--- src/ccsr_pkg.sv ---
package ccsr_pkg;
    // task register offsets, one word apart from the base
    localparam logic [11:0] CCSR_OFF_TASK_BASE = 12'h000;
    localparam int CCSR_NUM_TASKS = 7;
    localparam int CCSR_TASK_HF_START = 0;
    localparam int CCSR_TASK_HF_STOP = 1;
    localparam int CCSR_TASK_LF_START = 2;
    localparam int CCSR_TASK_LF_STOP = 3;
    localparam int CCSR_TASK_CAL = 4;
    localparam int CCSR_TASK_CT_START = 5;
    localparam int CCSR_TASK_CT_STOP = 6;
    // event registers; index matches the enable bit position
    localparam int CCSR_NUM_EVENTS = 4;
    localparam int CCSR_EVT_HF_STARTED = 0;
    localparam int CCSR_EVT_LF_STARTED = 1;
    localparam int CCSR_EVT_CAL_DONE = 2;
    localparam int CCSR_EVT_CT_TIMEOUT = 3;
    localparam logic [3:0][11:0] CCSR_OFF_EVENT = {12'h110, 12'h10c, 12'h104, 12'h100};
    localparam logic [11:0] CCSR_OFF_INT_ENABLE_SET = 12'h304;
    localparam logic [11:0] CCSR_OFF_INT_ENABLE_CLEAR = 12'h308;
    localparam logic [11:0] CCSR_OFF_HF_START_REQUESTED = 12'h408;
    localparam logic [11:0] CCSR_OFF_HF_CLOCK_STATUS = 12'h40c;
    localparam logic [11:0] CCSR_OFF_LF_START_REQUESTED = 12'h414;
    localparam logic [11:0] CCSR_OFF_LF_CLOCK_STATUS = 12'h418;
    localparam logic [11:0] CCSR_OFF_LF_SOURCE_SNAPSHOT = 12'h41c;
    localparam logic [11:0] CCSR_OFF_LF_SOURCE_SELECT = 12'h518;
    localparam logic [11:0] CCSR_OFF_CAL_TIMER_INTERVAL = 12'h538;
    // field positions
    localparam int CCSR_STATE_BIT = 16;
    localparam int CCSR_BYPASS_BIT = 16;
    localparam int CCSR_EXTERNAL_BIT = 17;
    localparam int CCSR_CAL_TIMER_INTERVAL_WIDTH = 7;
    // source codes
    localparam logic [1:0] CCSR_LF_SRC_RC = 2'h0;
    localparam logic [1:0] CCSR_LF_SRC_XTAL = 2'h1;
    localparam logic [1:0] CCSR_LF_SRC_SYNTH = 2'h2;
    // reset values
    localparam logic [31:0] CCSR_RESET_WORD = 32'h0000_0000;
    localparam logic [1:0] CCSR_RESET_LF_SRC = 2'h0;
    localparam logic [6:0] CCSR_RESET_CAL_TIMER_INTERVAL = 7'h00;
    // address window and identifier derivation
    localparam logic [31:0] CCSR_PERIPH_REGION = 32'h4000_0000;
    localparam logic [31:0] CCSR_BASE_ADDR = 32'h4000_0000;
    localparam logic [31:0] CCSR_WINDOW_BYTES = 32'h0000_1000;
    localparam int CCSR_ID_WIDTH = 5;
endpackage

--- src/ccsr_evt_if.sv ---
`timescale 1ns/1ps
interface ccsr_evt_if;
    logic [3:0] evt_pulse;
    logic [3:0] evt_clr;
    logic en_set_wr;
    logic en_clr_wr;
    logic [3:0] wdata;
    logic [3:0] evt_flags;
    logic [3:0] int_enable;
    logic irq;
    modport ctrl (
        output evt_pulse, evt_clr, en_set_wr, en_clr_wr, wdata,
        input evt_flags, int_enable, irq
    );
    modport unit (
        input evt_pulse, evt_clr, en_set_wr, en_clr_wr, wdata,
        output evt_flags, int_enable, irq
    );
endinterface

--- src/ccsr_event_unit.sv ---
`timescale 1ns/1ps
module ccsr_event_unit
    import ccsr_pkg::*;
(
    input wire logic clock,
    input wire logic rst_b,
    ccsr_evt_if.unit evt
);
    logic [3:0] flags;
    logic [3:0] enable;

    // a new event in the clearing cycle keeps the flag set
    always_ff @(posedge clock) begin
        if (!rst_b) begin
            flags <= CCSR_RESET_WORD[3:0];
        end else begin
            flags <= evt.evt_pulse | (flags & ~evt.evt_clr);
        end
    end

    always_ff @(posedge clock) begin
        if (!rst_b) begin
            enable <= CCSR_RESET_WORD[3:0];
        end else if (evt.en_set_wr) begin
            enable <= enable | evt.wdata;
        end else if (evt.en_clr_wr) begin
            enable <= enable & ~evt.wdata;
        end
    end

    assign evt.evt_flags = flags;
    assign evt.int_enable = enable;
    assign evt.irq = |(flags & enable);

    property p_set_wins;
        @(posedge clock) disable iff (!rst_b)
        (evt.evt_pulse != 4'h0) |=> ((flags & $past(evt.evt_pulse)) == $past(evt.evt_pulse));
    endproperty
    a_set_wins: assert property (p_set_wins) else $error("event lost");

    property p_flag_holds;
        @(posedge clock) disable iff (!rst_b)
        (evt.evt_clr == 4'h0) |=> ((flags & $past(flags)) == $past(flags));
    endproperty
    a_flag_holds: assert property (p_flag_holds) else $error("flag dropped without clear");

    property p_en_set;
        @(posedge clock) disable iff (!rst_b)
        evt.en_set_wr |=> ((enable & $past(evt.wdata)) == $past(evt.wdata));
    endproperty
    a_en_set: assert property (p_en_set) else $error("enable set failed");

    property p_en_clr;
        @(posedge clock) disable iff (!rst_b)
        (evt.en_clr_wr && !evt.en_set_wr) |=> ((enable & $past(evt.wdata)) == 4'h0);
    endproperty
    a_en_clr: assert property (p_en_clr) else $error("enable clear failed");

    property p_irq;
        @(posedge clock) disable iff (!rst_b)
        ((flags & enable) != 4'h0) |-> evt.irq;
    endproperty
    a_irq: assert property (p_irq) else $error("irq missing");

    c_irq_raise: cover property (@(posedge clock) disable iff (!rst_b) $rose(evt.irq));
endmodule

--- src/ccsr_top.sv ---
`timescale 1ns/1ps
module ccsr_top
    import ccsr_pkg::*;
(
    input wire logic clock,
    input wire logic rst_b,
    input wire logic retain_rst_b,
    input wire logic psel,
    input wire logic penable,
    input wire logic pwrite,
    input wire logic [31:0] paddr,
    input wire logic [31:0] pwdata,
    output logic [31:0] prdata,
    output logic pready,
    output logic pslverr,
    input wire logic [6:0] task_in,
    output logic [6:0] task_out,
    input wire logic [3:0] event_in,
    input wire logic hf_src_xtal,
    input wire logic hf_running,
    input wire logic [1:0] lf_src_active,
    input wire logic lf_running,
    output logic [1:0] lf_source_field,
    output logic lf_bypass,
    output logic lf_external,
    output logic [6:0] cal_interval,
    output logic [4:0] periph_id,
    output logic irq
);
    ccsr_evt_if evt ();

    logic [11:0] offs;
    logic access_wr;
    logic setup;
    logic [6:0] sw_task;
    logic [6:0] trig;
    logic hf_req;
    logic lf_req;
    logic [1:0] lf_snapshot;
    logic [31:0] next_rdata;
    logic next_err;

    function automatic logic is_mapped(input logic [11:0] a);
        logic m;
        m = 1'b0;
        for (int i = 0; i < CCSR_NUM_TASKS; i++) begin
            if (a == CCSR_OFF_TASK_BASE + 12'(4 * i)) begin
                m = 1'b1;
            end
        end
        for (int i = 0; i < CCSR_NUM_EVENTS; i++) begin
            if (a == CCSR_OFF_EVENT[i]) begin
                m = 1'b1;
            end
        end
        case (a)
            CCSR_OFF_INT_ENABLE_SET, CCSR_OFF_INT_ENABLE_CLEAR,
            CCSR_OFF_HF_START_REQUESTED, CCSR_OFF_HF_CLOCK_STATUS,
            CCSR_OFF_LF_START_REQUESTED, CCSR_OFF_LF_CLOCK_STATUS,
            CCSR_OFF_LF_SOURCE_SNAPSHOT, CCSR_OFF_LF_SOURCE_SELECT,
            CCSR_OFF_CAL_TIMER_INTERVAL: m = 1'b1;
            default: m = m;
        endcase
        return m;
    endfunction

    function automatic logic [4:0] id_of(input logic [31:0] base);
        logic [31:0] step;
        step = (base - CCSR_PERIPH_REGION) / CCSR_WINDOW_BYTES;
        return step[CCSR_ID_WIDTH-1:0];
    endfunction

    // only the low bits select a register; upper bits are the window
    assign offs = {paddr[11:2], 2'b00};
    assign setup = psel & ~penable;
    assign access_wr = psel & penable & pwrite;
    assign pready = 1'b1;
    assign periph_id = id_of(CCSR_BASE_ADDR);

    always_comb begin
        for (int i = 0; i < CCSR_NUM_TASKS; i++) begin
            sw_task[i] = access_wr && pwdata[0]
                && (offs == CCSR_OFF_TASK_BASE + 12'(4 * i));
        end
    end
    assign trig = sw_task | task_in;

    always_ff @(posedge clock) begin
        if (!rst_b) begin
            task_out <= CCSR_RESET_WORD[6:0];
        end else begin
            task_out <= trig;
        end
    end

    always_ff @(posedge clock) begin
        if (!rst_b) begin
            hf_req <= 1'b0;
        end else if (trig[CCSR_TASK_HF_START]) begin
            hf_req <= 1'b1;
        end else if (trig[CCSR_TASK_HF_STOP]) begin
            hf_req <= 1'b0;
        end
    end

    always_ff @(posedge clock) begin
        if (!rst_b) begin
            lf_req <= 1'b0;
        end else if (trig[CCSR_TASK_LF_START]) begin
            lf_req <= 1'b1;
        end else if (trig[CCSR_TASK_LF_STOP]) begin
            lf_req <= 1'b0;
        end
    end

    always_ff @(posedge clock) begin
        if (!rst_b) begin
            lf_snapshot <= CCSR_RESET_LF_SRC;
        end else if (trig[CCSR_TASK_LF_START]) begin
            lf_snapshot <= lf_source_field;
        end
    end

    // writes are dropped while the low-frequency clock runs
    always_ff @(posedge clock) begin
        if (!rst_b) begin
            lf_source_field <= CCSR_RESET_LF_SRC;
            lf_bypass <= 1'b0;
            lf_external <= 1'b0;
        end else if (access_wr && offs == CCSR_OFF_LF_SOURCE_SELECT && !lf_running) begin
            lf_source_field <= pwdata[1:0];
            lf_bypass <= pwdata[CCSR_BYPASS_BIT];
            lf_external <= pwdata[CCSR_EXTERNAL_BIT];
        end
    end

    // retention domain: ordinary reset leaves the interval alone
    always_ff @(posedge clock) begin
        if (!retain_rst_b) begin
            cal_interval <= CCSR_RESET_CAL_TIMER_INTERVAL;
        end else if (access_wr && offs == CCSR_OFF_CAL_TIMER_INTERVAL) begin
            cal_interval <= pwdata[CCSR_CAL_TIMER_INTERVAL_WIDTH-1:0];
        end
    end

    assign evt.evt_pulse = event_in;
    assign evt.en_set_wr = access_wr && offs == CCSR_OFF_INT_ENABLE_SET;
    assign evt.en_clr_wr = access_wr && offs == CCSR_OFF_INT_ENABLE_CLEAR;
    assign evt.wdata = pwdata[3:0];
    always_comb begin
        for (int i = 0; i < CCSR_NUM_EVENTS; i++) begin
            evt.evt_clr[i] = access_wr && !pwdata[0] && offs == CCSR_OFF_EVENT[i];
        end
    end
    assign irq = evt.irq;

    ccsr_event_unit u_events (
        .clock(clock),
        .rst_b(rst_b),
        .evt(evt)
    );

    always_comb begin
        next_rdata = CCSR_RESET_WORD;
        for (int i = 0; i < CCSR_NUM_EVENTS; i++) begin
            if (offs == CCSR_OFF_EVENT[i]) begin
                next_rdata[0] = evt.evt_flags[i];
            end
        end
        case (offs)
            CCSR_OFF_INT_ENABLE_SET, CCSR_OFF_INT_ENABLE_CLEAR: begin
                next_rdata[3:0] = evt.int_enable;
            end
            CCSR_OFF_HF_START_REQUESTED: begin
                next_rdata[0] = hf_req;
            end
            CCSR_OFF_HF_CLOCK_STATUS: begin
                next_rdata[0] = hf_src_xtal;
                next_rdata[CCSR_STATE_BIT] = hf_running;
            end
            CCSR_OFF_LF_START_REQUESTED: begin
                next_rdata[0] = lf_req;
            end
            CCSR_OFF_LF_CLOCK_STATUS: begin
                next_rdata[1:0] = lf_src_active;
                next_rdata[CCSR_STATE_BIT] = lf_running;
            end
            CCSR_OFF_LF_SOURCE_SNAPSHOT: begin
                next_rdata[1:0] = lf_snapshot;
            end
            CCSR_OFF_LF_SOURCE_SELECT: begin
                next_rdata[1:0] = lf_source_field;
                next_rdata[CCSR_BYPASS_BIT] = lf_bypass;
                next_rdata[CCSR_EXTERNAL_BIT] = lf_external;
            end
            CCSR_OFF_CAL_TIMER_INTERVAL: begin
                next_rdata[CCSR_CAL_TIMER_INTERVAL_WIDTH-1:0] = cal_interval;
            end
            default: begin
                next_rdata = next_rdata;
            end
        endcase
        next_err = !is_mapped(offs);
    end

    // read data is sampled in the setup cycle, so the single access cycle can answer at once
    always_ff @(posedge clock) begin
        if (!rst_b) begin
            prdata <= CCSR_RESET_WORD;
            pslverr <= 1'b0;
        end else if (setup) begin
            prdata <= pwrite ? CCSR_RESET_WORD : next_rdata;
            pslverr <= next_err;
        end
    end

    property p_hf_req;
        @(posedge clock) disable iff (!rst_b)
        trig[CCSR_TASK_HF_START] |=> hf_req;
    endproperty
    a_hf_req: assert property (p_hf_req) else $error("hf request not set");

    property p_lf_req;
        @(posedge clock) disable iff (!rst_b)
        (!lf_req && !trig[CCSR_TASK_LF_START]) |=> !lf_req;
    endproperty
    a_lf_req: assert property (p_lf_req) else $error("lf request set without task");

    property p_snapshot;
        @(posedge clock) disable iff (!rst_b)
        trig[CCSR_TASK_LF_START] |=> (lf_snapshot == $past(lf_source_field));
    endproperty
    a_snapshot: assert property (p_snapshot) else $error("snapshot wrong");

    property p_src_locked;
        @(posedge clock) disable iff (!rst_b)
        lf_running |=> $stable(lf_source_field);
    endproperty
    a_src_locked: assert property (p_src_locked) else $error("source changed while running");

    property p_src_write;
        @(posedge clock) disable iff (!rst_b)
        (access_wr && offs == CCSR_OFF_LF_SOURCE_SELECT && !lf_running)
            |=> (lf_source_field == $past(pwdata[1:0])
                && lf_external == $past(pwdata[CCSR_EXTERNAL_BIT])
                && lf_bypass == $past(pwdata[CCSR_BYPASS_BIT]));
    endproperty
    a_src_write: assert property (p_src_write) else $error("source write lost");

    property p_retained;
        @(posedge clock) disable iff (!retain_rst_b)
        !rst_b |=> $stable(cal_interval);
    endproperty
    a_retained: assert property (p_retained) else $error("interval lost in reset");

    property p_task_out;
        @(posedge clock) disable iff (!rst_b)
        task_in[CCSR_TASK_CAL] |=> task_out[CCSR_TASK_CAL];
    endproperty
    a_task_out: assert property (p_task_out) else $error("task input not forwarded");

    property p_unmapped;
        @(posedge clock) disable iff (!rst_b)
        (setup && !is_mapped(offs)) |=> (pslverr && prdata == 32'h0000_0000);
    endproperty
    a_unmapped: assert property (p_unmapped) else $error("unmapped access answered");

    property p_irq_top;
        @(posedge clock) disable iff (!rst_b)
        (event_in[CCSR_EVT_CT_TIMEOUT] && evt.int_enable[CCSR_EVT_CT_TIMEOUT] && !evt.en_clr_wr)
            |=> irq;
    endproperty
    a_irq_top: assert property (p_irq_top) else $error("enabled event gave no irq");

    property p_hf_stop;
        @(posedge clock) disable iff (!rst_b)
        (trig[CCSR_TASK_HF_STOP] && !trig[CCSR_TASK_HF_START]) |=> !hf_req;
    endproperty
    a_hf_stop: assert property (p_hf_stop) else $error("hf request not cleared");

    property p_lf_req_set;
        @(posedge clock) disable iff (!rst_b)
        trig[CCSR_TASK_LF_START] |=> lf_req;
    endproperty
    a_lf_req_set: assert property (p_lf_req_set) else $error("lf request not set");

    property p_sw_task;
        @(posedge clock) disable iff (!rst_b)
        (access_wr && pwdata[0] && offs == CCSR_OFF_TASK_BASE + 12'(4 * CCSR_TASK_CT_STOP))
            |=> task_out[CCSR_TASK_CT_STOP];
    endproperty
    a_sw_task: assert property (p_sw_task) else $error("task write not fired");

    property p_mapped_ok;
        @(posedge clock) disable iff (!rst_b)
        (setup && is_mapped(offs)) |=> !pslverr;
    endproperty
    a_mapped_ok: assert property (p_mapped_ok) else $error("mapped access flagged");

    property p_wr_rdata;
        @(posedge clock) disable iff (!rst_b)
        (setup && pwrite) |=> (prdata == CCSR_RESET_WORD);
    endproperty
    a_wr_rdata: assert property (p_wr_rdata) else $error("read data on a write");

    property p_cal_timer_interval_write;
        @(posedge clock) disable iff (!retain_rst_b)
        (access_wr && offs == CCSR_OFF_CAL_TIMER_INTERVAL)
            |=> (cal_interval == $past(pwdata[CCSR_CAL_TIMER_INTERVAL_WIDTH-1:0]));
    endproperty
    a_cal_timer_interval_write: assert property (p_cal_timer_interval_write) else $error("interval write lost");

    property p_hf_stat_read;
        @(posedge clock) disable iff (!rst_b)
        (setup && !pwrite && offs == CCSR_OFF_HF_CLOCK_STATUS)
            |=> (prdata[0] == $past(hf_src_xtal) && prdata[CCSR_STATE_BIT] == $past(hf_running));
    endproperty
    a_hf_stat_read: assert property (p_hf_stat_read) else $error("hf status wrong");

    property p_lf_stat_read;
        @(posedge clock) disable iff (!rst_b)
        (setup && !pwrite && offs == CCSR_OFF_LF_CLOCK_STATUS)
            |=> (prdata[1:0] == $past(lf_src_active) && prdata[CCSR_STATE_BIT] == $past(lf_running));
    endproperty
    a_lf_stat_read: assert property (p_lf_stat_read) else $error("lf status wrong");

    c_lf_start: cover property (@(posedge clock) disable iff (!rst_b)
        trig[CCSR_TASK_LF_START] ##1 lf_req);
    c_evt_clear: cover property (@(posedge clock) disable iff (!rst_b)
        evt.evt_clr != 4'h0);
    c_cal_timer_interval_write: cover property (@(posedge clock) disable iff (!rst_b)
        access_wr && offs == CCSR_OFF_CAL_TIMER_INTERVAL);
endmodule

--- config.mk ---
export PLATFORM = sky130hd
export DESIGN_NAME = ccsr_top
export DESIGN_NICKNAME = d
export VERILOG_FILES = /design/src/ccsr_pkg.sv /design/src/ccsr_evt_if.sv /design/src/ccsr_event_unit.sv /design/src/ccsr_top.sv
export SDC_FILE = /design/constraint.sdc
export NUM_CORES = 1
export LEC_CHECK = 0
export BUFFER_PORTS_ARGS = -buffer_cell sky130_fd_sc_hd__buf_2
export CORE_ASPECT_RATIO = 0.9
export CORE_MARGIN = 5
export CORE_UTILIZATION = 42
export DETAILED_ROUTE_END_ITERATION = 12
export GPL_TIMING_DRIVEN = 0
export PLACE_DENSITY = 0.87
export SLEW_MARGIN = 15
export SYNTH_ARGS = -nofsm -noshare
export SYNTH_HDL_FRONTEND = slang
export SYNTH_SLANG_ARGS = --single-unit
--- constraint.sdc ---
create_clock -name clock -period 2.7 [get_ports clock]
set_input_delay 0.405 -clock clock [delete_from_list [all_inputs] [get_ports clock]]
set_output_delay 0.405 -clock clock [all_outputs]
set_load 0.05 [all_outputs]
== Word-level counts from Yosys, hierarchy flattened ==
Cells that the tools add are included.
Cells by class
  eq/ne operators: 19
  mux-type cells: 29
  bitwise operators: 12
  reductions and logical operators: 28
Operator list (count)
  $eq 10x9->1 const B: 7
  $eq 10x7->1 const B: 4
  $eq 10x3->1 const B: 3
  $mux 1: 21
  $eq 10x2->1 const B: 2
  $eq 10x8->1 const B: 2
  $logic_and 1x1->1: 18
  $mux 18: 1
  $and 4x4->4: 3
  $logic_not 12->1: 1
  $eq 10x1->1 const B: 1
  $reduce_or 9->1: 1
  $mux 4: 2
  $not 4->4: 2
  $or 4x4->4: 2
  $pmux 1 s8: 1
  $or 7x7->7: 1
  $reduce_bool 2->1: 3
  $pmux 1 s5: 1
  $pmux 2 s2: 1
  $reduce_or 4->1: 1
  $and 1x1->1: 3
  $logic_not 1->1: 3
  $mux 3: 1
  other kinds (3): 3
Storage, ports and cells
  flip-flop bits (word level): 63
  input bits: 86
  output and inout bits: 58
  word-level logic and storage cells: 100

== Logic depth before layout (Yosys ltp) ==
  depth in word-level cells: 14
  mapped depth: 7
  gate-level depth less buffers: 5

== By module ==
Synthesis repeated with hierarchy kept, for this count alone.
Unflattened totals
  cells, all modules: 248
  area, all modules: 2272.2 um^2
Modules (own cells, without submodules)
  ccsr_top: instances 1, cells an instance 216, area each 1949.4 um^2, seq. area each 640.6 um^2
  ccsr_event_unit: instances 1, cells an instance 32, area each 322.8 um^2, seq. area each 160.2 um^2

== Worst setup path after synthesis ==
No wires, ideal clock.
  kind: input to register
  from: in paddr[5]
  to: reg with a tool-made name
  setup time: 0.070 ns
  arrival time: 1.949 ns
  required time: 2.630 ns
  slack: 0.681 ns
  stages: 6
  path buffers: 1
  path through: or4_1 -> buf_2 -> nor4_4 -> nand2_2 -> or3_1 -> a21oi_1
RTL lines
  start: declaration: line ccsr_top.sv:11  | input wire logic [31:0] paddr,

== Worst setup path in the final report ==
  from: in paddr[7]
  to: reg lf_external
Between the ends
  longest elaborated chain between the ends: 3
RTL lines
  $eq 10x9->1: line ccsr_top.sv:130  | end else if (access_wr && offs == CCSR_OFF_LF_SOURCE_SELECT && !lf_running) begin
  $logic_and 1x1->1 (2 in a row): line ccsr_top.sv:130
  end signal: assignment: line ccsr_top.sv:133  | lf_external <= pwdata[CCSR_EXTERNAL_BIT];
  end: declaration: line ccsr_top.sv:25  | output logic lf_external,
Every way passes these cells.
A chain may end at the register's enable or synchronous reset.

==> impl_metrics.csv <==
group,metric,value,unit
synthesis,syn_inst,261,
worst_setup_path,cp.required,2.86,ns
global_routing,antenna_found_initial,0,
finish,multi_input_area,1180,um^2
floorplanning,dieWidth,85.6,um
synthesis,synth.distinct_cells,49,
worst_setup_path,cp_cell_sequence,"buf_2, or4b_1, nor3_2, nor3b_2, mux2i_1, nor2_1",
finish,layout.nets,450,
synthesis,netlist_area,2160,um^2
clock_network,clock_sinks,40,
finish,area_growth,29.6,%
synthesis,yosysWarnings,0,
floorplanning,boundaryPins,144,
clock_network,tritoncts,"done",
synthesis,async_flop_share,0,%
clock_network,ctsHoldBuffers,0,
detailed_routing,wl_per_cell,14.3,um
finish,final_cell_area,2800,um^2
global_routing,grt_max_degree,14,
placement,dp_hpwl,4970,um
global_routing,grt_pass1_vias,2060,
timing,clock_skew,0.00801,ns
synthesis,synth_seq_cells,40,
timing,grt_setup_unrepaired,"false",
placement,postPlaceCellArea,2690,um^2
clock_network,postCtsSetupBuffers,0,
floorplanning,die_area,6680,um^2
clock_network,cts_resized,0,
synthesis,synth-seq-area-share,37.0,%
worst_setup_path,path_class,"in -> reg",
finish,layout_commonest_cell,"buf_2",
power_and_ir_drop,powerDensity,490,nW/um^2
floorplanning,coreArea,4920,um^2
clock_network,cts_buffer_depth,2,
timing,max_freq,481,MHz
detailed_routing,dr.pass1.iters,5,
timing,slew_viol_final,0,
timing,fin_crit_sh,77.0,%
clock_network,htree_levels,2,
floorplanning,fp-row-count,24,
outcome,status,"completed",
worst_setup_path,crit_fanout,5,
detailed_routing,drc,0,
detailed_routing,wirelength,6150,um
detailed_routing,drtAntennaViolNets,0,
clock_network,numCtsBuffers,5,
worst_setup_path,crit_path_start_kind,"input port",
finish,drive_gt1_share,31.2,%
global_routing,grt_usage,18.2,%
timing,timing.final.setup_violations,0,
clock_network,path_clk_slew,0.08,ns
timing,period_minus_slack,2.08,ns
placement,port_buffers,69,
global_routing,grt_pass1_wl,9850,um
synthesis,yosys_most_used_dff,"dfxtp_1",
timing,timing_hold_violations_final,0,
timing,slew_headroom,55.8,%
timing,finalSetupTns,0,ns
worst_hold_path,hold_class,"in -> reg",
placement,gp_congestion,0.943,
finish,fillers,480,
finish,mostFrequentLayoutCells,"buf_2 (70), dfxtp_1 (40), buf_4 (29), conb_1 (29), nand2_1 (26)",
worst_setup_path,cp.arrival,2.24,ns
finish,regArea,801,um^2
power_and_ir_drop,peakVddDrop,0.201,mV
power_and_ir_drop,p_leak,1.27,nW
finish,diodes,0,
worst_setup_path,slowest_stage,"or4b_1",
flow_run,max_cap_violations,0,
synthesis,synth_edf_count,0,
floorplanning,initial_core_util,43.9,%
floorplanning,dieHeight,78.1,um
synthesis,syn_avg_cell_area,8.28,um^2
timing,worst_slew_pin_slew,0.654,ns
detailed_routing,post_drt_via_cell_ratio,5.15,
clock_network,clk_latency,0.30,ns
clock_network,root_buffer,"clkbuf_8",
worst_setup_path,max_stage_delay,0.61,ns
global_routing,grt.overflow.total,0,
timing,holdWs,0.321,ns
worst_setup_path,end_kind,"flip-flop",
detailed_routing,drtIter0Drc,168,
detailed_routing,dr_total_vias,2214,
[power breakdown]
group	switching (W)	total, W	leakage (nW)	internal (W)
sequential	0.00000585	0.000608	0.326	0.000602
clock	0.000213	0.000487	0.0541	0.000273
combinational	0.000192	0.000277	0.893	0.0000843
total	0.000411	0.00137	1.27	0.000960
[worst paths after layout]
check / start / end / slack, ns / cells after the start
worst max register to register: hf_req$_SDFFE_PN0P_ / prdata[0]$_SDFFE_PN0P_ / 1.44 / 5
worst max-delay path: paddr[7] / lf_external$_SDFFE_PN0P_ / 0.62 / 6
worst min register to register: lf_req$_SDFFE_PN0P_ / lf_req$_SDFFE_PN0P_ / 0.46 / 2
worst min-delay path: task_in[5] / task_out[5]$_SDFF_PN0_ / 0.32 / 2
[final cells by class]
| cell class | instances | share of cell area [%] |
|---|---|---|
| sequential | 40 | 28.6 |
| clock inverter | 3 | 1.52 |
| clock buffer | 5 | 2.46 |
| inverter | 5 | 0.670 |
| tap | 65 | 2.90 |
| timing repair buffer | 69 | 12.3 |
| buffer | 41 | 9.42 |
| multi-input combinational | 202 | 42.1 |
[per-stage QoR]
stage	util [%]	setup WS, ns	cells	power [W]
finish	56.9	0.620	430	0.00137
CTS	56.9	0.621	430	0.00137
detailed placement	54.6	0.316	422	0.000895
floorplan	-	0.681	288	0.000828
global route	56.9	0.489	430	0.00142
global placement	54.6	0.327	422	0.000892
[worst max-delay path: cells and delay by family]
kind	cells	cell delay, ns
buffers and inverters	1	0.12
muxes	1	0.23
and+or+nand+nor	4	1.48
[per-layer routing]
metal	wire length [um]	vias up	track usage (%)
met5	0	-	0
met4	116	0	4.91
met3	711	16	4.82
met2	2770	115	28.7
met1	2550	1006	24.6
li1	-	1077	-
[cell usage after synthesis (6+ instances only)]
library cell	number	area (um^2)
dfxtp_1	40	801
buf_4	29	218
or3_1	6	37.5
nand3_1	14	70.1
nand2_1	26	97.6
a21oi_1	13	65.1
nor2_1	21	78.8
a22oi_1	6	45.0
nor3_1	7	35.0
o21ai_0	7	35.0
nor2b_1	8	50.1
mux2i_1	13	130
clkbuf_1	10	37.5
[cells by family after synthesis]
family / share of synthesized area [%]
AND/OR/NAND/NOR: 27.4
AO/OA/AOI/OAI: 14.6
buffers and inverters: 13.1
flip-flops: 37.0
multiplexers: 7.06
other: 0.347
XOR/XNOR: 0.405
[flip-flops by register name (all words and copies together) (netlist names), named ones only]
signal / count
lf_snapshot: 2
lf_external: 1
task_out: 7
hf_req: 1
lf_req: 1
prdata: 9
lf_bypass: 1
lf_source_field: 2
pslverr: 1
u_events.evt.evt_flags: 4
cal_interval: 7
(Power assumes the default switching activity.)
